==> config.mk <==
export PLATFORM = sky130hd
export DESIGN_NAME = pnpdl_loader
export DESIGN_NICKNAME = d
export VERILOG_FILES = /design/src/verilog/pnpdl_pkg.sv /design/src/verilog/pnpdl_loader.sv
export SDC_FILE = /design/constraint.sdc
export NUM_CORES = 1
export LEC_CHECK = 0
export BUFFER_PORTS_ARGS = -buffer_cell sky130_fd_sc_hd__buf_2
export CAP_MARGIN = 20
export CELL_PAD_IN_SITES_DETAIL_PLACEMENT = 1
export CELL_PAD_IN_SITES_GLOBAL_PLACEMENT = 1
export CORE_MARGIN = 3
export CORE_UTILIZATION = 30
export DETAILED_ROUTE_END_ITERATION = 10
export PLACE_DENSITY = 0.52
export SLEW_MARGIN = 20
export SYNTH_ARGS = -nofsm -noshare
export SYNTH_HDL_FRONTEND = slang
export SYNTH_SLANG_ARGS = --single-unit
==> constraint.sdc <==
create_clock -name i_sys_clk -period 4.5 [get_ports i_sys_clk]
set_input_delay 0.675 -clock i_sys_clk [delete_from_list [all_inputs] [get_ports i_sys_clk]]
set_output_delay 0.675 -clock i_sys_clk [all_outputs]
set_load 0.05 [all_outputs]
==> src/verilog/pnpdl_pkg.sv <==
// Summary of operation
// - Mode 0: two logical devices with memory, I/O, IRQ, DMA; three DMA channels; one enable.
// - Mode 1: five I/O+IRQ devices, DMA for two over five channels, two enables.
// - After reset take the EEPROM and hold busy high while configuring and accessing it.
// - After default load: wait-for-key, release select, clock and data pins, drop busy.
// - To reclaim, raise busy; board drops request; only then drive the EEPROM.
// - Wake from wait-for-key reads EEPROM from word 0x0E, the resource data start.
// - Each read is opcode, address, then a 16-bit data phase.
// - After reset read words 0x00 to 0x0D as defaults before any other EEPROM use.
// - Words 0x00-0x03: memory base and upper of devices 0 and 1; ignored in mode 1.
// - Words 0x04-0x08: 16-bit I/O bases of devices 0-4; devices 2-4 ignored in mode 0.
// - Word 0x09: five 3-bit block-size codes from bits 15-13 down to 3-1.
// - Block code k, capped at 6, means 2^k bytes; address bits 15 down to k compared.
// - 4-bit IRQ fields: devices 0-3 in word 0x0A, device 4 in 0x0B bits 15-12.
// - DMA channel of device 0 in word 0x0B bits 11-9, device 1 in bits 8-6.
// - Word 0x0C bits 15-11 are activation bits of devices 0 to 4.
// - Word 0x0C: enable A code 10-8, enable B code 7-5, mode bit 4.
// - Mode bit zero selects mode 0, one selects mode 1.
// - Mode 0 enable code: 000 device 0, 001 device 1, 010 either, on I/O reads.
// - Mode 1 enable codes 000-100 select the single device 0-4 whose reads drive it.
// - Word 0x0D: five 3-bit ISA channel numbers for card DMA channels 4 down to 0.
// - Reset returns to wait-for-key, reloads defaults and clears card select number.
package pnpdl_pkg;
    localparam int              SYS_CLK_MHZ   = 40;
    localparam int              SCLK_HALF_NS  = 1000;
    localparam int              SCLK_HALF_CYC = (SCLK_HALF_NS * SYS_CLK_MHZ + 999) / 1000;
    localparam int              TICK_W        = 6;
    localparam logic [5:0]      TICK_LAST     = 6'(SCLK_HALF_CYC - 1);
    localparam int              LD_MAX        = 5;
    localparam int              DEF_WORDS     = 14;
    localparam logic [7:0]      DEF_FIRST     = 8'h00;
    localparam logic [7:0]      DEF_LAST      = 8'h0D;
    localparam logic [7:0]      RES_START     = 8'h0E;
    localparam int              W_MEMBASE0    = 0;
    localparam int              W_MEMUP0      = 2;
    localparam int              W_IOBASE0     = 4;
    localparam int              W_BLK         = 9;
    localparam int              W_IRQ         = 10;
    localparam int              W_IRQ4        = 11;
    localparam int              W_ACT         = 12;
    localparam int              W_MAP         = 13;
    localparam int              BLK_MSB       = 15;
    localparam int              IRQ_MSB       = 15;
    localparam int              DMA0_MSB      = 11;
    localparam int              DMA1_MSB      = 8;
    localparam int              ACT_MSB       = 15;
    localparam int              OENA_MSB      = 10;
    localparam int              OENB_MSB      = 7;
    localparam int              MODE_BIT      = 4;
    localparam int              CH_MODE0      = 3;
    localparam int              CH_MODE1      = 5;
    localparam logic [2:0]      BLK_MAX       = 3'h6;
    localparam logic [2:0]      EE_READ_OP    = 3'h6;
    localparam logic [4:0]      CMD_BITS      = 5'h0B;
    localparam logic [4:0]      XFER_LAST     = 5'h1B;
    localparam logic [7:0]      REG_STATUS    = 8'h00;
    localparam logic [7:0]      REG_CONTROL   = 8'h04;
    localparam logic [7:0]      REG_CSN       = 8'h08;
    localparam logic [7:0]      REG_RESOURCE  = 8'h0C;
    localparam logic [1:0]      REG_DEF_PAGE  = 2'h1;
    localparam int              CTL_WAKE      = 0;
    localparam int              CTL_NEXT      = 1;
    localparam int              CTL_SLEEP     = 2;
    localparam logic [7:0]      CSN_RESET     = 8'h00;

    typedef enum logic [2:0] {
        ST_CLAIM    = 3'b000,
        ST_SELECT   = 3'b001,
        ST_SHIFT    = 3'b010,
        ST_DESELECT = 3'b011,
        ST_RELEASED = 3'b100
    } pnpdl_state_type;

    typedef struct packed {
        logic [7:0]  addr;
        logic [31:0] wdata;
        logic        wr;
        logic        rd;
    } pnpdl_reg_req_type;

    typedef struct packed {
        logic select;
        logic select_oe;
        logic sclk;
        logic sclk_oe;
        logic data;
        logic data_oe;
    } pnpdl_eeprom_pins_type;

    typedef struct packed {
        logic                        mode;
        logic [LD_MAX-1:0]           active;
        logic [1:0][15:0]            mem_base;
        logic [1:0][15:0]            mem_upper;
        logic [LD_MAX-1:0][15:0]     io_base;
        logic [LD_MAX-1:0][2:0]      io_block;
        logic [LD_MAX-1:0][3:0]      irq;
        logic [1:0][2:0]             dma_chan;
        logic [2:0]                  oen_a_code;
        logic [2:0]                  oen_b_code;
        logic [LD_MAX-1:0][2:0]      dma_map;
    } pnpdl_cfg_type;
endpackage

==> src/verilog/pnpdl_loader.sv <==
`timescale 1ns/1ps
module pnpdl_loader
    import pnpdl_pkg::*;
(
    input  wire logic              i_sys_clk,
    input  wire logic              i_rst,
    input  wire pnpdl_reg_req_type i_reg_req,
    output logic [31:0]            o_reg_rdata,
    input  wire logic              i_board_eeprom_request,
    output logic                   o_config_busy_out,
    output pnpdl_eeprom_pins_type  o_eeprom,
    input  wire logic              i_eeprom_data_io,
    input  wire logic [15:0]       i_io_addr,
    input  wire logic              i_io_read,
    input  wire logic [1:0]        i_dev_dma_req,
    input  wire logic [4:0]        i_card_dma_ack,
    output logic [1:0]             o_dev_dma_ack,
    output logic [4:0]             o_card_dma_request,
    output logic [4:0]             o_io_match,
    output logic                   o_transceiver_enable_a,
    output logic                   o_transceiver_enable_b,
    output pnpdl_cfg_type          o_cfg,
    output logic                   o_wait_for_key,
    output logic [7:0]             o_card_select_number
);

    localparam int SYNC_W = 26;

    function automatic logic [15:0] blk_mask(input logic [2:0] code);
        logic [2:0] k;
        k = (code > BLK_MAX) ? BLK_MAX : code;
        return 16'hFFFF << k;
    endfunction

    function automatic logic oen_hit(input logic mode, input logic [2:0] code, input logic [4:0] rd_hit);
        logic hit;
        hit = 1'b0;
        if (!mode) begin
            unique case (code)
                3'h0:    hit = rd_hit[0];
                3'h1:    hit = rd_hit[1];
                3'h2:    hit = rd_hit[0] | rd_hit[1];
                default: hit = 1'b0;
            endcase
        end else if (code <= 3'h4) begin
            hit = rd_hit[code];
        end
        return hit;
    endfunction

    logic [SYNC_W-1:0]     meta_q;
    logic [SYNC_W-1:0]     sync_q;
    logic                  board_req_s;
    logic                  ee_data_s;
    logic                  io_read_s;
    logic [1:0]            dev_req_s;
    logic [4:0]            card_ack_s;
    logic [15:0]           io_addr_s;

    pnpdl_state_type       state_q;
    logic [TICK_W-1:0]     tick_cnt_q;
    logic                  tick;
    logic                  engine_on;
    logic                  loading_q;
    logic                  busy_q;
    logic                  wfk_q;
    logic [7:0]            word_addr_q;
    logic [7:0]            res_addr_q;
    logic [4:0]            bit_cnt_q;
    logic                  sclk_q;
    logic                  select_q;
    logic [15:0]           shift_q;
    logic [15:0]           word_in;
    logic                  word_done;
    logic [10:0]           cmd_word;
    logic [15:0]           def_q [DEF_WORDS];
    logic [15:0]           resource_q;
    logic                  wake_pend_q;
    logic                  pend_set;
    logic                  pend_take;
    logic [7:0]            csn_q;
    logic [31:0]           rdata_q;
    logic [31:0]           rd_value;
    logic [3:0]            def_idx;
    logic                  ctl_wr;

    pnpdl_cfg_type         cfg_d;
    pnpdl_cfg_type         cfg_q;
    logic [4:0]            match_q;
    logic                  oen_a_q;
    logic                  oen_b_q;
    logic [4:0]            card_req_d;
    logic [4:0]            card_req_q;
    logic [1:0]            dev_ack_d;
    logic [1:0]            dev_ack_q;

    // Pins from the board and the EEPROM are asynchronous to the system clock.
    // No reset: a cleared request bit would look like a free EEPROM and let the
    // engine grab it from busy board logic; three reset cycles flush the pair.
    always_ff @(posedge i_sys_clk) begin
        meta_q <= {i_board_eeprom_request, i_eeprom_data_io, i_io_read, i_dev_dma_req, i_card_dma_ack, i_io_addr};
        sync_q <= meta_q;
    end

    assign {board_req_s, ee_data_s, io_read_s, dev_req_s, card_ack_s, io_addr_s} = sync_q;

    // Serial clock half period divider, runs only while the engine owns the pins
    assign engine_on = (state_q == ST_SELECT) || (state_q == ST_SHIFT) || (state_q == ST_DESELECT);
    assign tick      = engine_on && (tick_cnt_q == TICK_LAST);

    always_ff @(posedge i_sys_clk) begin
        if (i_rst || !engine_on || tick) begin
            tick_cnt_q <= '0;
        end else begin
            tick_cnt_q <= tick_cnt_q + 6'h01;
        end
    end

    assign cmd_word  = {EE_READ_OP, word_addr_q};
    assign word_in   = {shift_q[14:0], ee_data_s};
    assign word_done = (state_q == ST_SHIFT) && tick && sclk_q && (bit_cnt_q == XFER_LAST);

    always_ff @(posedge i_sys_clk) begin
        if (i_rst) begin
            state_q <= ST_CLAIM;
        end else begin
            unique case (state_q)
                ST_CLAIM: begin
                    if (!board_req_s) begin
                        state_q <= ST_SELECT;
                    end
                end
                ST_SELECT: begin
                    if (tick) begin
                        state_q <= ST_SHIFT;
                    end
                end
                ST_SHIFT: begin
                    if (word_done) begin
                        state_q <= ST_DESELECT;
                    end
                end
                ST_DESELECT: begin
                    if (tick) begin
                        state_q <= (loading_q && word_addr_q != DEF_LAST) ? ST_SELECT : ST_RELEASED;
                    end
                end
                ST_RELEASED: begin
                    if (wake_pend_q) begin
                        state_q <= ST_CLAIM;
                    end
                end
                default: state_q <= ST_CLAIM;
            endcase
        end
    end

    // Bit sequencer: data out changes with clock low, input sampled at end of high
    always_ff @(posedge i_sys_clk) begin
        if (i_rst || state_q != ST_SHIFT) begin
            sclk_q    <= 1'b0;
            bit_cnt_q <= '0;
        end else if (tick) begin
            sclk_q <= !sclk_q;
            if (sclk_q && bit_cnt_q != XFER_LAST) begin
                bit_cnt_q <= bit_cnt_q + 5'h01;
            end
        end
    end

    // First sampled bit is the EEPROM's dummy zero and falls off the top
    always_ff @(posedge i_sys_clk) begin
        if (i_rst) begin
            shift_q <= '0;
        end else if (state_q == ST_SHIFT && tick && sclk_q && bit_cnt_q >= CMD_BITS) begin
            shift_q <= word_in;
        end
    end

    always_ff @(posedge i_sys_clk) begin
        if (i_rst) begin
            select_q <= 1'b0;
        end else if (state_q == ST_CLAIM && !board_req_s) begin
            select_q <= 1'b1;
        end else if (state_q == ST_DESELECT && tick && loading_q && word_addr_q != DEF_LAST) begin
            select_q <= 1'b1;
        end else if (word_done || state_q == ST_RELEASED) begin
            select_q <= 1'b0;
        end
    end

    always_ff @(posedge i_sys_clk) begin
        if (i_rst) begin
            loading_q <= 1'b1;
            busy_q    <= 1'b1;
        end else if (state_q == ST_DESELECT && tick && (!loading_q || word_addr_q == DEF_LAST)) begin
            loading_q <= 1'b0;
            busy_q    <= 1'b0;
        end else if (state_q == ST_RELEASED && wake_pend_q) begin
            busy_q <= 1'b1;
        end
    end

    always_ff @(posedge i_sys_clk) begin
        if (i_rst) begin
            word_addr_q <= DEF_FIRST;
        end else if (state_q == ST_DESELECT && tick && loading_q && word_addr_q != DEF_LAST) begin
            word_addr_q <= word_addr_q + 8'h01;
        end else if (state_q == ST_RELEASED && wake_pend_q) begin
            word_addr_q <= res_addr_q;
        end
    end

    // Wait-for-key: entered at reset, stays through the default load, left on wake
    assign ctl_wr    = i_reg_req.wr && (i_reg_req.addr == REG_CONTROL);
    assign pend_set  = ctl_wr && ((i_reg_req.wdata[CTL_WAKE] && wfk_q) || (i_reg_req.wdata[CTL_NEXT] && !wfk_q));
    assign pend_take = (state_q == ST_RELEASED) && wake_pend_q;

    always_ff @(posedge i_sys_clk) begin
        if (i_rst) begin
            wfk_q <= 1'b1;
        end else if (ctl_wr && i_reg_req.wdata[CTL_WAKE] && wfk_q) begin
            wfk_q <= 1'b0;
        end else if (ctl_wr && i_reg_req.wdata[CTL_SLEEP]) begin
            wfk_q <= 1'b1;
        end
    end

    // A new request in the cycle the old one is taken still counts
    always_ff @(posedge i_sys_clk) begin
        if (i_rst) begin
            wake_pend_q <= 1'b0;
        end else if (pend_set) begin
            wake_pend_q <= 1'b1;
        end else if (pend_take) begin
            wake_pend_q <= 1'b0;
        end
    end

    always_ff @(posedge i_sys_clk) begin
        if (i_rst) begin
            res_addr_q <= RES_START;
        end else if (ctl_wr && i_reg_req.wdata[CTL_WAKE] && wfk_q) begin
            res_addr_q <= RES_START;
        end else if (word_done && !loading_q) begin
            res_addr_q <= res_addr_q + 8'h01;
        end
    end

    always_ff @(posedge i_sys_clk) begin
        if (i_rst) begin
            resource_q <= '0;
        end else if (word_done && !loading_q) begin
            resource_q <= word_in;
        end
    end

    // Default words are rewritten from the EEPROM after every reset
    always_ff @(posedge i_sys_clk) begin
        if (word_done && loading_q && word_addr_q <= DEF_LAST) begin
            def_q[word_addr_q[3:0]] <= word_in;
        end
    end

    always_ff @(posedge i_sys_clk) begin
        if (i_rst) begin
            csn_q <= CSN_RESET;
        end else if (i_reg_req.wr && i_reg_req.addr == REG_CSN) begin
            csn_q <= i_reg_req.wdata[7:0];
        end
    end

    // Decode of the default words; fields a mode ignores read as zero
    always_comb begin
        cfg_d      = '0;
        cfg_d.mode = def_q[W_ACT][MODE_BIT];
        for (int n = 0; n < LD_MAX; n++) begin
            if (n < 2 || cfg_d.mode) begin
                cfg_d.active[n]   = def_q[W_ACT][ACT_MSB - n];
                cfg_d.io_base[n]  = def_q[W_IOBASE0 + n];
                cfg_d.io_block[n] = def_q[W_BLK][BLK_MSB - 3 * n -: 3];
                cfg_d.irq[n]      = def_q[(n == 4) ? W_IRQ4 : W_IRQ][IRQ_MSB - 4 * (n % 4) -: 4];
            end
        end
        for (int m = 0; m < 2; m++) begin
            if (!cfg_d.mode) begin
                cfg_d.mem_base[m]  = def_q[W_MEMBASE0 + m];
                cfg_d.mem_upper[m] = def_q[W_MEMUP0 + m];
            end
        end
        cfg_d.dma_chan[0] = def_q[W_IRQ4][DMA0_MSB -: 3];
        cfg_d.dma_chan[1] = def_q[W_IRQ4][DMA1_MSB -: 3];
        for (int c = 0; c < LD_MAX; c++) begin
            if (c < CH_MODE0 || cfg_d.mode) begin
                cfg_d.dma_map[c] = def_q[W_MAP][3 * c +: 3];
            end
        end
        cfg_d.oen_a_code = def_q[W_ACT][OENA_MSB -: 3];
        cfg_d.oen_b_code = cfg_d.mode ? def_q[W_ACT][OENB_MSB -: 3] : 3'h0;
    end

    // Decoded set stays cleared until the whole default block is in
    always_ff @(posedge i_sys_clk) begin
        if (i_rst || loading_q) begin
            cfg_q <= '0;
        end else begin
            cfg_q <= cfg_d;
        end
    end

    for (genvar g = 0; g < LD_MAX; g++) begin : g_io_match
        always_ff @(posedge i_sys_clk) begin
            if (i_rst) begin
                match_q[g] <= 1'b0;
            end else begin
                match_q[g] <= cfg_q.active[g] &&
                    ((io_addr_s & blk_mask(cfg_q.io_block[g])) == (cfg_q.io_base[g] & blk_mask(cfg_q.io_block[g])));
            end
        end
    end

    always_ff @(posedge i_sys_clk) begin
        if (i_rst) begin
            oen_a_q <= 1'b0;
            oen_b_q <= 1'b0;
        end else begin
            oen_a_q <= oen_hit(cfg_q.mode, cfg_q.oen_a_code, match_q & {5{io_read_s}});
            oen_b_q <= cfg_q.mode && oen_hit(1'b1, cfg_q.oen_b_code, match_q & {5{io_read_s}});
        end
    end

    // Card channel c carries device n when its ISA mapping equals the device's channel
    always_comb begin
        card_req_d = '0;
        dev_ack_d  = '0;
        for (int c = 0; c < LD_MAX; c++) begin
            for (int n = 0; n < 2; n++) begin
                if ((c < CH_MODE0 || (cfg_q.mode && c < CH_MODE1)) && cfg_q.active[n] &&
                    cfg_q.dma_map[c] == cfg_q.dma_chan[n]) begin
                    card_req_d[c] = card_req_d[c] | dev_req_s[n];
                    dev_ack_d[n]  = dev_ack_d[n] | card_ack_s[c];
                end
            end
        end
    end

    always_ff @(posedge i_sys_clk) begin
        if (i_rst) begin
            card_req_q <= '0;
            dev_ack_q  <= '0;
        end else begin
            card_req_q <= card_req_d;
            dev_ack_q  <= dev_ack_d;
        end
    end

    assign def_idx = i_reg_req.addr[5:2];

    always_comb begin
        rd_value = '0;
        if (i_reg_req.addr == REG_STATUS) begin
            rd_value = {19'h00000, cfg_q.active, 3'h0, board_req_s, cfg_q.mode, wfk_q, loading_q, busy_q};
        end else if (i_reg_req.addr == REG_CONTROL) begin
            rd_value = {29'h00000000, 1'b0, wake_pend_q, 1'b0};
        end else if (i_reg_req.addr == REG_CSN) begin
            rd_value = {24'h000000, csn_q};
        end else if (i_reg_req.addr == REG_RESOURCE) begin
            rd_value = {16'h0000, resource_q};
        end else if (i_reg_req.addr[7:6] == REG_DEF_PAGE && i_reg_req.addr[1:0] == 2'h0 &&
                     def_idx <= DEF_LAST[3:0]) begin
            rd_value = {16'h0000, def_q[def_idx]};
        end
    end

    // Read data stands only in the cycle after the strobe
    always_ff @(posedge i_sys_clk) begin
        if (i_rst || !i_reg_req.rd) begin
            rdata_q <= '0;
        end else begin
            rdata_q <= rd_value;
        end
    end

    assign o_reg_rdata            = rdata_q;
    assign o_config_busy_out      = busy_q;
    assign o_eeprom.select        = select_q;
    assign o_eeprom.select_oe     = engine_on;
    assign o_eeprom.sclk          = sclk_q;
    assign o_eeprom.sclk_oe       = engine_on;
    assign o_eeprom.data          = (state_q == ST_SHIFT && bit_cnt_q < CMD_BITS) ? cmd_word[4'(CMD_BITS - 5'h01 - bit_cnt_q)] : 1'b0;
    assign o_eeprom.data_oe       = (state_q == ST_SELECT) || (state_q == ST_SHIFT && bit_cnt_q < CMD_BITS);
    assign o_dev_dma_ack          = dev_ack_q;
    assign o_card_dma_request     = card_req_q;
    assign o_io_match             = match_q;
    assign o_transceiver_enable_a = oen_a_q;
    assign o_transceiver_enable_b = oen_b_q;
    assign o_cfg                  = cfg_q;
    assign o_wait_for_key         = wfk_q;
    assign o_card_select_number   = csn_q;

endmodule // pnpdl_loader

; ---- Yosys cells after proc, flatten, opt, wreduce, memory -nomap -nowiden
; Memory sizes are Yosys's and may differ from the RTL's. A register that Yosys moved wholly into a read port is not among the register bits.
; Cells that the tools add are included.
[op_classes]
bitwise = 26
shifts = 5
n_mul = 0
addsub = 5
order_cmp = 14
n_div = 0
n_reduce_logical = 79
n_eq_ne = 36
muxes = 62
[op_table]
columns = op, n
row1 = 16-bit bitwise AND, 10
row2 = 16-bit equality test, 5
row3 = "16-bit by 3-bit << shifter with 16-bit output, first input constant", 5
row4 = 1-bit logical AND, 45
row5 = 1-bit 2-to-1 mux, 39
row6 = 13-bit 2-to-1 mux, 3
row7 = 3-bit 2-to-1 mux, 11
row8 = 16-bit 2-to-1 mux, 2
row9 = 3-bit equality test, 10
row10 = "8-bit by 4-bit equality test with 1-bit output, second input constant", 3
row11 = "8-bit by 1-bit adder with 8-bit output, second input constant", 2
row12 = 8-bit 2-to-1 mux, 2
row13 = "3-bit > comparator, second input constant", 5
row14 = 3-bit one-hot mux with 5 select lines, 1
row15 = 1-bit bitwise OR, 14
row16 = 1-bit logical OR, 11
row17 = "2-bit inequality test, second input constant", 5
row18 = "3-bit by 2-bit equality test with 1-bit output, second input constant", 3
row19 = "8-bit by 3-bit equality test with 1-bit output, second input constant", 1
row20 = "8-bit by 4-bit <= comparator with 1-bit output, second input constant", 1
row21 = 8-bit logical NOT, 1
row22 = "3-bit by 4-bit less-than comparator with 1-bit output, second input constant", 2
row23 = "8-bit by 4-bit inequality test with 1-bit output, second input constant", 1
row24 = 2-bit nonzero test, 4
row25 = other kinds (30), 41
[totals]
ramBits = 224
mem_bits_ro = 0
reg_bits = 241
elab_cells = 279
latch_bits = 0
memories = 1
out_inout_bits = 274
[memory_table]
columns = memory, words, word_bits, rd, rd_ports_with_merged_regs, wr, line_no
row1 = def_q, 14, 16, 15, 9, 1, pnpdl_loader.sv:76  ; logic [15:0] def_q [DEF_WORDS];

; ---- Logic depth before layout (Yosys ltp)
; Gate-level depths: netlist (run 1).
[logic_depth]
depth_word = 11
mapped_depth = 9
ltp_nobuf = 6

; ---- Least setup slack after synthesis (run 1)
; Ideal clock, no wire load.
[synth_timing]
path_type = register to register
from = register tick_cnt_q[0]
to = memory def_q[2][0], enable pin
period_less_slack_ps = 3486
stages_incl_launch_ff = 6
path_slack_ps = 1014
t_required_ps = 4070
path_buffers = 0
arrival_time_ps = 3056
cell_sequence = dfxtp_1 -> ha_1 -> nand4bb_4 -> or3_4 -> or3_4 -> nor4_1
[synth_via]
elab_chain_len = 9
[synth_rtl]
columns = element, line_no
row1 = "start, declared", pnpdl_loader.sv:61  ; logic [TICK_W-1:0] tick_cnt_q;
row2 = "start signal, assigned", pnpdl_loader.sv:115  ; tick_cnt_q <= tick_cnt_q + 6'h01;
row3 = 6-bit equality test, pnpdl_loader.sv:109  ; assign tick = engine_on && (tick_cnt_q == TICK_LAST);
row4 = 1-bit logical AND, pnpdl_loader.sv:109
row5 = 1-bit logical AND (3 in a row), pnpdl_loader.sv:121  ; assign word_done = (state_q == ST_SHIFT) && tick && sclk_q && (bit_cnt_q == XFER_LAST);
row6 = 1-bit logical AND (2 in a row), pnpdl_loader.sv:260  ; if (word_done && loading_q && word_addr_q <= DEF_LAST) begin
row7 = 1-bit 2-to-1 mux, pnpdl_loader.sv:260
row8 = 1-bit 2-to-1 mux (implied by the code), pnpdl_loader.sv:261  ; def_q[word_addr_q[3:0]] <= word_in;
row9 = "end, declared", pnpdl_loader.sv:76
; No other way between the ends.

; ---- Worst setup path in the final report (run 1)
[layout_timing]
from = register bit_cnt_q[0]
to = memory def_q[11][6], enable pin
[layout_via]
elab_chain_len = 6
[layout_rtl]
columns = element, line_no
row1 = "start, declared", pnpdl_loader.sv:69  ; logic [4:0] bit_cnt_q;
row2 = "start signal, assigned", pnpdl_loader.sv:166  ; bit_cnt_q <= bit_cnt_q + 5'h01;
row3 = 5-bit equality test, pnpdl_loader.sv:121
row4 = 1-bit logical AND, pnpdl_loader.sv:121
row5 = 1-bit logical AND (2 in a row), pnpdl_loader.sv:260
row6 = 1-bit 2-to-1 mux, pnpdl_loader.sv:260
row7 = 1-bit 2-to-1 mux (implied by the code), pnpdl_loader.sv:261
; No other way between the ends.

==> metrics.md, run 1 <==
| Metric | Value |
|---|---|
| Status | finished clean |
| Clk_lat worst skew | between 0.6 and 0.7 ns |
| Area grow syn2layout | 21.4% |
| IO buf count | 303 |
| WS Path Type | reg -> reg |
| Vias in the first global route | 15.6k |
| Clock H-tree levels | 3 |
| Placer Congestion | 0.838 |
| Avg Cell Area, Syn | roughly 13 sq um |
| Critical R2R Launch | bit_cnt_q[0]$_SDFFE_PP0P_ |
| Area after DPL | 24,500 sq um |
| Residual DRC | 0 |
| Yosys warns | 0 |
| DP Wirelength | 55,300 um |
| Final std cell area, no fill | 26,800 sq um |
| Largest net degree at the start of global routing | 85 |
| Via count | 14.7k |
| Inst Count DP | slightly below 3k |
| Worst EP required | 4.78 ns |
| Pwr Density | 435 nW/um^2 |
| Fill cells | around 7.8k |
| Final Hold Vio Count | 0 |
| Worst Skew | 0.0305 ns |
| Initial antenna violation count | 4 |
| Post-synth EDFFs | 227 |
| Overall routing resource usage | 0.191 |
| Global-route wire length before repair | 109,000 um |
| Cell Rows | 98 |
| Fin. max-slew vios | 0 |
| TritonCTS clock tree | built |
| CTS Hold Bufs | 0 |
| Post-Layout Cell Count | 3,049 |
| Worst Tran Pin Value | 1.08 ns |
| Post-synthesis register bit count | 596 |
| Die width | 277 um |
| Rel. slew slack | 0.275 |
| Post-synth top cells | dfxtp_1 (369), edfxtp_1 (227), and2_1 (138) |
| # resized after CTS | 0 |
| Post-route ant nets | 0 |
| Critical path launch point type | flop |
| Vias per cell | 4.83 |
| Post-Route WL | 75,200 um |
| Max IR drop VDD | 0.000279 V |
| Setup repair bufs after CTS | 0 |
| Hold_sp | i_io_addr[11] |
| Critical path launch point | bit_cnt_q[0]$_SDFFE_PP0P_ |
| Register area share after synthesis | 0.643 |
| Initial Util | 0.306 |
| Drt first pass iters | 4 |
| GRT overflow | 0 |
| P_leak | about 11 nW |
| Clock Path Buffers | 3 |
| Max FO, Critical Path | 13 |
| Period utilisation layout | 0.724 |
| Synth cell types | 63 |
| Worst EP arrival | 3.53 ns |
| Period minus WS final | 3.26 ns |
| Yosys top cell area share | 0.335 |
| Die H | 277 um |
| # nets final | 2,122 |
| Total clock sinks | a little under 600 |
| Io pins | ~340 |
| Max Cap Viol | 0 |
| Area leader, netlist | dfxtp_1 |
| Top-count cell post-synth | dfxtp_1 |
| Commonest register cell after synthesis | dfxtp_1 |
| Core area | just over 70,000 sq um |
| Syn Inst Count | 1,757 |
| CTS root buf | clkbuf_16 |
| Initial drt markers | approximately 880 |
| FFs w/ async S/R, synth | 0 |
| Setup-violating endpoint count in the final report | 0 |
| Max Fclk | roughly 310 MHz |
| Setup TNS | 0 ns |
| Hold/Removal Path Class | in -> reg |
| RSZ-0062 raised after global routing | false |
| Die area | 76,900 sq um |
| Layout cells sized above 1 | 0.243 |
| Synth top area cells | dfxtp_1 (33%), edfxtp_1 (31%), and2_1 (3.9%), mux4_2 (3.8%), xnor2_1 (2.8%) |
| CTS buffer count | 69 |
| Clock Pin Slew Worst Setup and Hold Paths | 0.06 ns |
| CP Capture Type | flop |
| Netlist Area Pre-Place | 22,100 sq um |
| Routed len/inst | 24.7 um |
==> final cells by class <==
class / instances / area, sq um / share of cell area
Sequential cell: 596 / 14200 / 0.530
Multi-Input combinational cell: 1023 / 7270 / 0.271
Clock buffer: 91 / 1920 / 0.0717
Timing Repair Buffer: 336 / 1780 / 0.0664
Tap cell: 950 / 1190 / 0.0443
Clock inverter: 33 / 379 / 0.0141
Inverter: 19 / 71.3 / 0.00266
Antenna cell: 1 / 2.50 / 0.0000933
==> logic make-up after synthesis <==
logic type	Yosys count	share of synthesized area
xor+xnor	130	0.0516
simple gates	554	0.139
compound gates	214	0.0606
fa+ha+maj	7	0.00397
mux	102	0.0677
flops	596	0.643
other cells	1	0.000170
buf+inv	153	0.0337
==> worst max-delay path: stages, from the launching register on <==
cell      delay [ns]
dfxtp_1         0.49
ha_1            0.33
and4b_1         0.35
nand2_1         0.19
or3_4           0.56
nand3b_4        0.22
nor2_1          0.47
buf_4           0.33
==> metal layers <==
metal	routed length, um	track usage	up-vias
li1	-	-	6776
met1	31300	0.237	7479
met2	38600	0.341	385
met3	3550	0.0353	99
met4	1810	0.0500	2
met5	12	0	-
==> sequential cells by signal, indices dropped and copies added, names as in the netlist, 2 cells and up <==
name	cells
meta_q	26
o_dev_dma_ack	2
state_q	3
word_addr_q	8
bit_cnt_q	5
o_card_select_number	8
o_io_match	5
o_reg_rdata	16
def_q	227
tick_cnt_q	6
sync_q	26
o_card_dma_request	5
res_addr_q	8
o_cfg	212
shift_q	15
resource_q	16
==> worst paths after layout <==
| path | endpoint | slack (ns) | depth (start not counted) |
|---|---|---|---|
| worst max-delay path | def_q[11][6]$_DFFE_PP_ | 1.24 | 7 |
| worst min-delay path | meta_q[11]$_DFF_P_ | 0.18 | 1 |
| worst max register to register | def_q[11][6]$_DFFE_PP_ | 1.24 | 7 |
| worst min register to register | sync_q[24]$_DFF_P_ | 0.32 | 0 |
==> per-stage QoR <==
step | utilization | hold WS [ns] | setup slack (ns) | total power, mW
detailed placement | 0.339 | 0.313 | 1.21 | 6.16
CTS | 0.371 | 0.134 | 1.20 | 11.8
finish | 0.371 | 0.179 | 1.24 | 11.7
global placement | 0.339 | 0.312 | 1.31 | 6.15
floorplan | - | 0.310 | 1.01 | 6.04
global route | 0.371 | 0.139 | 1.04 | 12.1
==> report_power, final <==
group	total, mW	internal, mW	switching [mW]
Combinational	0.397	0.127	0.269
Clock	5.63	3.38	2.25
Sequential	5.64	5.59	0.0460
Total	11.7	9.10	2.56
==> cells in the final DEF (no fill, tap or decap), types with 15 or more instances in the layout <==
cell type	netlist	routed
buf_4	30	34
buf_2	21	301
a22oi_1	18	18
a31oi_1	17	17
dfxtp_1	369	369
and3_1	93	93
and2_1	138	138
xnor2_1	70	70
o21ai_0	40	40
a21oi_1	71	71
nand2b_1	15	15
nor3_1	34	31
nand4_1	18	18
xor2_1	60	60
mux2i_1	57	57
nor2_1	89	88
clkbuf_16	0	71
conb_1	1	16
nand3_1	16	16
nand2_1	101	101
mux4_2	37	37
edfxtp_1	227	227
inv_1	19	19
(Power assumes the default switching activity.)
==> run 2, diff against run 1 <==
Settings changed: ABC_AREA set to 1, PLACE_DENSITY 0.52 to 0.54.
Clock period 4.5 ns to 3.3 ns, I/O delays scaled along.
==> run 2 against run 1 <==
Effect of this change:
- hold slack worse by 0.062 ns
- critical endpoint is now o_eeprom[1]
- setup slack worse by 0.87 ns
- synthesized cell count is 39% higher
- utilization is 0.64 points higher
==> metrics.md, run 2 <==
| Metric | Value |
|---|---|
| Status | finished clean |
| Post-synthesis xor/xnor area fraction | 0.0258 (-0.0258) |
| Worst Skew | 0.0273 ns (-0.00317 ns) |
| Netlist Area Pre-Place | 23,400 sq um (+6.1%) |
| Yosys warns | 0 (unchanged) |
| CP peak stage delay | 0.44 ns (-0.12 ns) |
| CP max stage cell | dfxtp_2 |
| Clock H-tree levels | 3 (unchanged) |
| Max FFs per register | 256 (+13%) |
| Worst EP required | 2.80 ns (-1.98 ns) |
| Via count | 18.1k (+23%) |
| Post-Route WL | 87,100 um (+16%) |
| Period minus WS final | 2.93 ns |
| Multiplexer share of the synthesized area | 0 (-0.0677) |
| Initial Util | 0.305 (-0.000310) |
| Commonest cells after routing, fill and taps aside | nand2_1 (436), nor2_1 (381), dfxtp_1 (363), inv_1 (320), buf_2 (303) |
| Period utilisation layout | 0.887 |
| P_leak | 14.0 nW (+28%) |
| Post-route ant nets | 0 (unchanged) |
| Clock Pin Slew Worst Setup and Hold Paths | 0.06 ns (about the same) |
| Post-synth EDFFs | 256 (+13%) |
| Max Cap Viol | 0 (unchanged) |
| Register area share after synthesis | 0.643 (about the same) |
| Cell Rows | 101 (+3.1%) |
| Io pins | 344 (unchanged) |
| PnR worst setup slack | 0.371 ns (-0.872 ns) |
| Pre-CTS setup slack | 0.497 ns (-0.712 ns) |
| Syn Inst Count | 2,442 (+39%) |
| Max FO, Critical Path | 12 (-1) |
| Synth Area in Compound Gates | 0.0710 (+0.0103) |
| Simple-gate share of the synthesized area | 0.178 (+0.0385) |
| Core area | 76,700 sq um (+6.2%) |
| Max IR drop VDD | 0.000293 V (+5.1%) |
| RSZ-0062 raised after global routing | false |
| Pwr Density | 596 nW/um^2 (+37%) |
| Synth top area cells | edfxtp_1 (33%), dfxtp_1 (32%), nand2_1 (7.0%), nor2_1 (6.1%), inv_1 (5.1%) |
| Initial antenna violation count | 6 (+2) |
| Residual DRC | 0 (unchanged) |
| Critical path launch point type | flop |
| IO buf count | 303 (unchanged) |
| WS Path Type | reg -> out |
| Routed len/inst | 22.3 um (-9.5%) |
| Largest net degree at the start of global routing | 69 (-19%) |
| Most common cell after layout, fill and taps aside | nand2_1 |
| Largest family of logic cells by synthesized area | simple AND/OR/NAND/NOR gates |
| DP Wirelength | 63,000 um (+14%) |
| Clk_lat worst skew | 0.62 ns (about the same) |
| Worst Tran Pin Value | 1.16 ns (+0.0771 ns) |
| Die H | 285 um (+2.9%) |
| Post-synth top cells | nand2_1 (437), nor2_1 (381), dfxtp_1 (369) |
| Worst path cell trace | ha_1, o211ai_1, o21ai_0, nand3b_1, nand2_1, a211oi_1, buf_2 |
| Final Power | 17.3 mW (+48%) |
| Clock Path Buffers | 3 (unchanged) |
| Avg Cell Area, Syn | 9.59 sq um (-24%) |
| Max Fclk | 341 MHz |
| Overall routing resource usage | 0.210 (+0.0193) |
| Initial drt markers | 1,273 (+44%) |
| Rel. slew slack | 0.225 (-0.0501) |
| Synth cell types | 51 (-19%) |
| Vias in the first global route | 18.9k (+22%) |
| Placer Congestion | 0.871 (+3.9%) |
| Top-count cell post-synth | nand2_1 |
| Die area | 81,500 sq um (+6.0%) |
| CTS root buf | clkbuf_16 |
| TritonCTS clock tree | built |
| Global-route wire length before repair | 127,000 um (+17%) |
| Commonest register cell after synthesis | dfxtp_1 |
| Synth Area in Adders | 0.00374 (-0.000228) |
| # nets final | 2,886 (+36%) |
| Post-layout util | 0.378 (+0.00644) |
| Layout cells sized above 1 | 0.187 (-0.0563) |
| Worst EP arrival | 2.43 ns (-1.10 ns) |
| Post-synthesis register bit count | 625 (+4.9%) |
| Setup TNS | 0 ns (unchanged) |
| Fin. max-slew vios | 0 (unchanged) |
| CP Capture Type | output port |
| Drt first pass iters | 5 (+1) |
| Die width | 285 um (+2.9%) |
| GRT overflow | 0 (unchanged) |
| FFs w/ async S/R, synth | 0 (unchanged) |
| Vias per cell | 4.65 (-3.8%) |
| Final Hold Vio Count | 0 (unchanged) |
| Total clock sinks | 625 (+4.9%) |
| Area grow syn2layout | 23.7% |
| CTS buffer count | 72 (+4.3%) |
| Area leader, netlist | edfxtp_1 |
| Setup-violating endpoint count in the final report | 0 (unchanged) |
| Yosys top cell area share | 0.328 (-0.00643) |
| Inst Count DP | 3,739 (+28%) |
| Hold/Removal Path Class | in -> reg |
| Post-Layout Cell Count | 3,900 (+28%) |
==> run 2: changes by cell type in the layout (fill, tap and decap cells not counted), sizes merged, moves of 46 or more <==
cell / before / now
nand2: 101 / 446
inv: 22 / 344
nor2: 89 / 391
and2: 139 / 0
and3: 93 / 1
a21oi: 71 / 145
nand3: 16 / 86
mux2i: 57 / 0
xnor2: 70 / 24
==> run 2: power breakdown <==
group | switching (mW) | leakage (nW) | total [mW] | internal, mW
clock | 3.36 | 1.22 | 8.24 | 4.88
combinational | 0.663 | 7.97 | 0.920 | 0.257
sequential | 0.0607 | 4.79 | 8.10 | 8.04
total | 4.08 | 14.0 | 17.3 | 13.2
==> run 2: worst max-delay path: cells and delay by family, from the launching register on <==
family,cells,cell delay [ns]
AOI/OAI and AO/OA,3,0.56
adders and majority gates,1,0.34
buffers and inverters,1,0.35
DFF,1,0.44
and+or+nand+nor,2,0.14
==> run 2: per-layer routing <==
metal / wire length, um / share of wire / vias up / track usage
met4: 2110 / 0.024 / 2 / 0.0542
met1: 39400 / 0.45 / 8989 / 0.285
met5: 13 / 0.00015 / - / 0
met2: 41200 / 0.47 / 493 / 0.352
met3: 4330 / 0.050 / 115 / 0.0323
li1: - / - / 8536 / -
==> run 2: cells by family (layout without fill, tap and decap cells) <==
kind of cell               count (synthesis)  count (layout)
and+or+nand+nor                          999             999
DFF                                      625             625
xor gates and xnor gates                  69              69
AOI/OAI and AO/OA                        297             297
buffers and inverters                    444             856
adders and majority gates                  7               7
other                                      1              17
==> run 2: cell type report <==
cell class,count,area [sq um]
fill,8868,47700
sequential,625,15100
multi-input combinational,1388,6590
timing repair buffer,382,2260
clock buffer,98,2080
tap,1030,1290
inverter,340,1280
clock inverter,36,388
antenna,1,2.50
==> run 2: stage by stage <==
stage	area [sq um]	hold slack (ns)
5_1_grt	29000	0.0947
3_5_place_dp	26200	0.313
4_1_cts	29000	0.0732
3_3_place_gp	26200	0.312
6_report	29000	0.117
2_1_floorplan	23500	0.310
==> run 2: worst paths after layout <==
check,end,slack (ns),cells past startpoint,startpoint
worst max-delay path,o_eeprom[1],0.37,7,bit_cnt_q[0]$_SDFFE_PP0P_
worst min-delay path,o_card_select_number[6]$_SDFFE_PP0P_,0.12,3,i_reg_req[8]
worst max register to register,def_q[11][6]$_DFFE_PP_,0.54,10,tick_cnt_q[0]$_SDFF_PP0_
worst min register to register,sync_q[6]$_DFF_P_,0.32,0,meta_q[6]$_DFF_P_
==> run 2: repair_timing <==
item	CTS	global route
setup endpoints to repair	0	1
setup buffers	0	0
hold endpoints to repair	26	0
resized for setup	0	1
hold buffers	26	0
==> run 3, diff against run 2 <==
Clock period 3.3 ns to 3.01 ns, I/O delays scaled along.
==> run 3 against run 2 <==
Effect of this change:
- critical path depth unchanged
- clock power up 10%
- setup slack worse by 0.060 ns
- wire length is 1.1% higher
- die area is the same
- clock skew grew 0.0021 ns
- sequential cell count stayed put
- register-to-register slack got worse by 0.03 ns
- sequential share of layout area is 0.23 points lower
- hold slack lost 0.016 ns
- clock-buffer cell count rose by 4
- non-clock buffer count is 12 higher
- critical endpoint unchanged
- largest power group unchanged
- highest routed layer unchanged
==> metrics.md, run 3 (synthesis results as in run 2) <==
| Metric | Value |
|---|---|
| Status | finished clean |
| Initial Util | 0.305 (unchanged) |
| Setup TNS | 0 ns (unchanged) |
| Fill cells | 8,795 (-0.82%) |
| Pwr Density | 651 nW/um^2 (+9.3%) |
| Hold/Removal Path Class | in -> reg |
| Residual DRC | 0 (unchanged) |
| Hold_sp | i_reg_req[8] |
| Area grow syn2layout | 24.2% |
| Total clock sinks | 625 (unchanged) |
| Clock Path Buffers | 3 (unchanged) |
| Placer Congestion | 0.877 (+0.77%) |
| Post-Route WL | 88,000 um (+1.1%) |
| Critical R2R Launch | tick_cnt_q[0]$_SDFF_PP0_ |
| Setup slack, reg-to-reg | 0.51 ns (-0.03 ns) |
| Overall routing resource usage | 0.212 (+0.00133) |
| Worst EP arrival | 2.25 ns (-0.18 ns) |
| Endpoint, Worst Hold | o_card_select_number[6]$_SDFFE_PP0P_ |
| Critical path launch point type | flop |
| Most numerous cell on the critical path | nand2_1 |
| Worst path cell trace | ha_1, a21oi_1, o21ai_0, nand2_1, nand2_1, a211oi_2, buf_4 |
| Drt first pass iters | 5 (unchanged) |
| Max FO, Critical Path | 12 (unchanged) |
| CP peak stage delay | 0.44 ns (about the same) |
| Most common cell after layout, fill and taps aside | nand2_1 |
| Worst Skew | 0.0295 ns (+0.00212 ns) |
| CTS buffer count | 72 (unchanged) |
| CTS root buf | clkbuf_16 |
| Clock Pin Slew Worst Setup and Hold Paths | 0.06 ns (about the same) |
| Rel. slew slack | 0.347 (+0.122) |
| Hold Crit Depth | 3 (unchanged) |
| WS Path Type | reg -> out |
| Vias per cell | 4.66 (+0.20%) |
| Largest net degree at the start of global routing | 68 (-1.4%) |
| Clk_lat worst skew | 0.61 ns (about the same) |
| Setup repair bufs after CTS | 0 (unchanged) |
| P_leak | 14.1 nW (+0.53%) |
| Die width | 285 um (unchanged) |
| Worst Tran Pin Value | 0.979 ns (-0.183 ns) |
| Final Hold Vio Count | 0 (unchanged) |
| Period utilisation layout | 0.896 |
| Period minus WS final | 2.70 ns |
| Max IR drop VDD | 0.000520 V (+77%) |
| Worst EP required | 2.56 ns (-0.24 ns) |
| GRT overflow | 0 (unchanged) |
| Post-route ant nets | 0 (unchanged) |
| CP max stage cell | dfxtp_2 |
| Pre-CTS setup slack | 0.443 ns (-0.0541 ns) |
| RSZ-0062 raised after global routing | false |
| IO buf count | 303 (unchanged) |
| Max Fclk | around 370 MHz |
| Vias in the first global route | 19.2k (+1.5%) |
| Initial drt markers | 1,168 (-8.2%) |
| Die area | 81,500 sq um (unchanged) |
| Setup-violating endpoint count in the final report | 0 (unchanged) |
| Critical R2R Capture | def_q[11][9]$_DFFE_PP_ |
| Routed len/inst | 22.5 um (+0.81%) |
| Commonest cells after routing, fill and taps aside | nand2_1 (436), nor2_1 (381), dfxtp_1 (366), inv_1 (320), buf_2 (302) |
| Global-route wire length before repair | 128,000 um (+0.92%) |
| CP Capture Type | output port |
| Layout cells sized above 1 | 0.188 (+0.00144) |
| Die H | 285 um (unchanged) |
| Clock H-tree levels | 3 (unchanged) |
| Max Cap Viol | 0 (unchanged) |
| Core area | 76,700 sq um (unchanged) |
| Cell Rows | 101 (unchanged) |
| Worst R2R Path Depth | 10 (unchanged) |
| Io pins | 344 (unchanged) |
| Via count | 18.2k (+0.45%) |
| # nets final | 2,898 (+0.42%) |
| TritonCTS clock tree | built |
| PnR worst setup slack | 0.312 ns (-0.0596 ns) |
| DP Wirelength | 63,800 um (+1.2%) |
| Fin. max-slew vios | 0 (unchanged) |
| Initial antenna violation count | 3 (-3) |
| Max FFs per register | 256 (unchanged) |
-- run 3: cell count changes in the layout (fill, tap and decap cells not counted), sizes merged --
cell	before	now
buf	356	368
clkinvlp	2	1
clkbuf	98	102
clkinv	25	20
-- run 3: report_power, final --
part / leakage, nW / switching, mW / internal [mW]
Clock: 1.22 / 3.61 / 5.46
Combinational: 8.04 / 0.735 / 0.284
Sequential: 4.79 / 0.0600 / 8.81
-- run 3: worst max-delay path by stage --
stage / start / to / slack [ns]
after detailed placement: tick_cnt_q[0]$_SDFF_PP0_ / def_q[11][11]$_DFFE_PP_ / 0.44
after global routing: bit_cnt_q[0]$_SDFFE_PP0P_ / o_eeprom[1] / 0.09
after CTS: bit_cnt_q[0]$_SDFFE_PP0P_ / o_eeprom[1] / 0.04
after global placement: bit_cnt_q[0]$_SDFFE_PP0P_ / o_eeprom[1] / 0.53
final: bit_cnt_q[0]$_SDFFE_PP0P_ / o_eeprom[1] / 0.31
after floorplan: bit_cnt_q[0]$_SDFFE_PP0P_ / o_eeprom[1] / 0.42
-- run 3: critical path: cells and delay by family, from the launching register on --
kind                     cells  cell delay (ns)
buffers and inverters        1             0.25
AND/OR/NAND/NOR              2             0.13
adder cells (fa/ha/maj)      1             0.34
flip-flops                   1             0.44
AO/OA/AOI/OAI                3             0.51
-- run 3: layout make-up --
cell class,count,area [sq um],area share
sequential,625,15100,0.518
multi-input combinational,1388,6590,0.227
timing repair buffer,394,2390,0.0822
clock buffer,102,2160,0.0741
tap,1030,1290,0.0443
inverter,340,1280,0.0440
clock inverter,30,308,0.0106
antenna,1,2.50,0.0000860
-- run 3: per-layer routing --
| metal | share of wire | track usage |
|---|---|---|
| met5 | 0.00024 | 0 |
| met4 | 0.021 | 0.0573 |
| met2 | 0.47 | 0.352 |
| met3 | 0.045 | 0.0277 |
| met1 | 0.46 | 0.290 |
-- run 3: repair_timing --
action | 4_1_cts | 5_1_grt
endpoints found under the setup margin | 1 | 1
endpoints found under the hold margin | 26 | 0
resized for setup | 2 | 1
hold buffers | 26 | 0
-- run 3: metrics by stage --
step	utilization	instances	hold WS [ns]	instance area (sq um)	total power, mW
floorplan	-	2457	0.310	23500	9.72
global placement	0.344	3751	0.313	26400	10.0
detailed placement	0.344	3751	0.314	26400	10.0
CTS	0.379	3909	0.0569	29100	19.2
global route	0.379	3909	0.0797	29100	19.6
finish	0.379	3910	0.101	29100	19.0
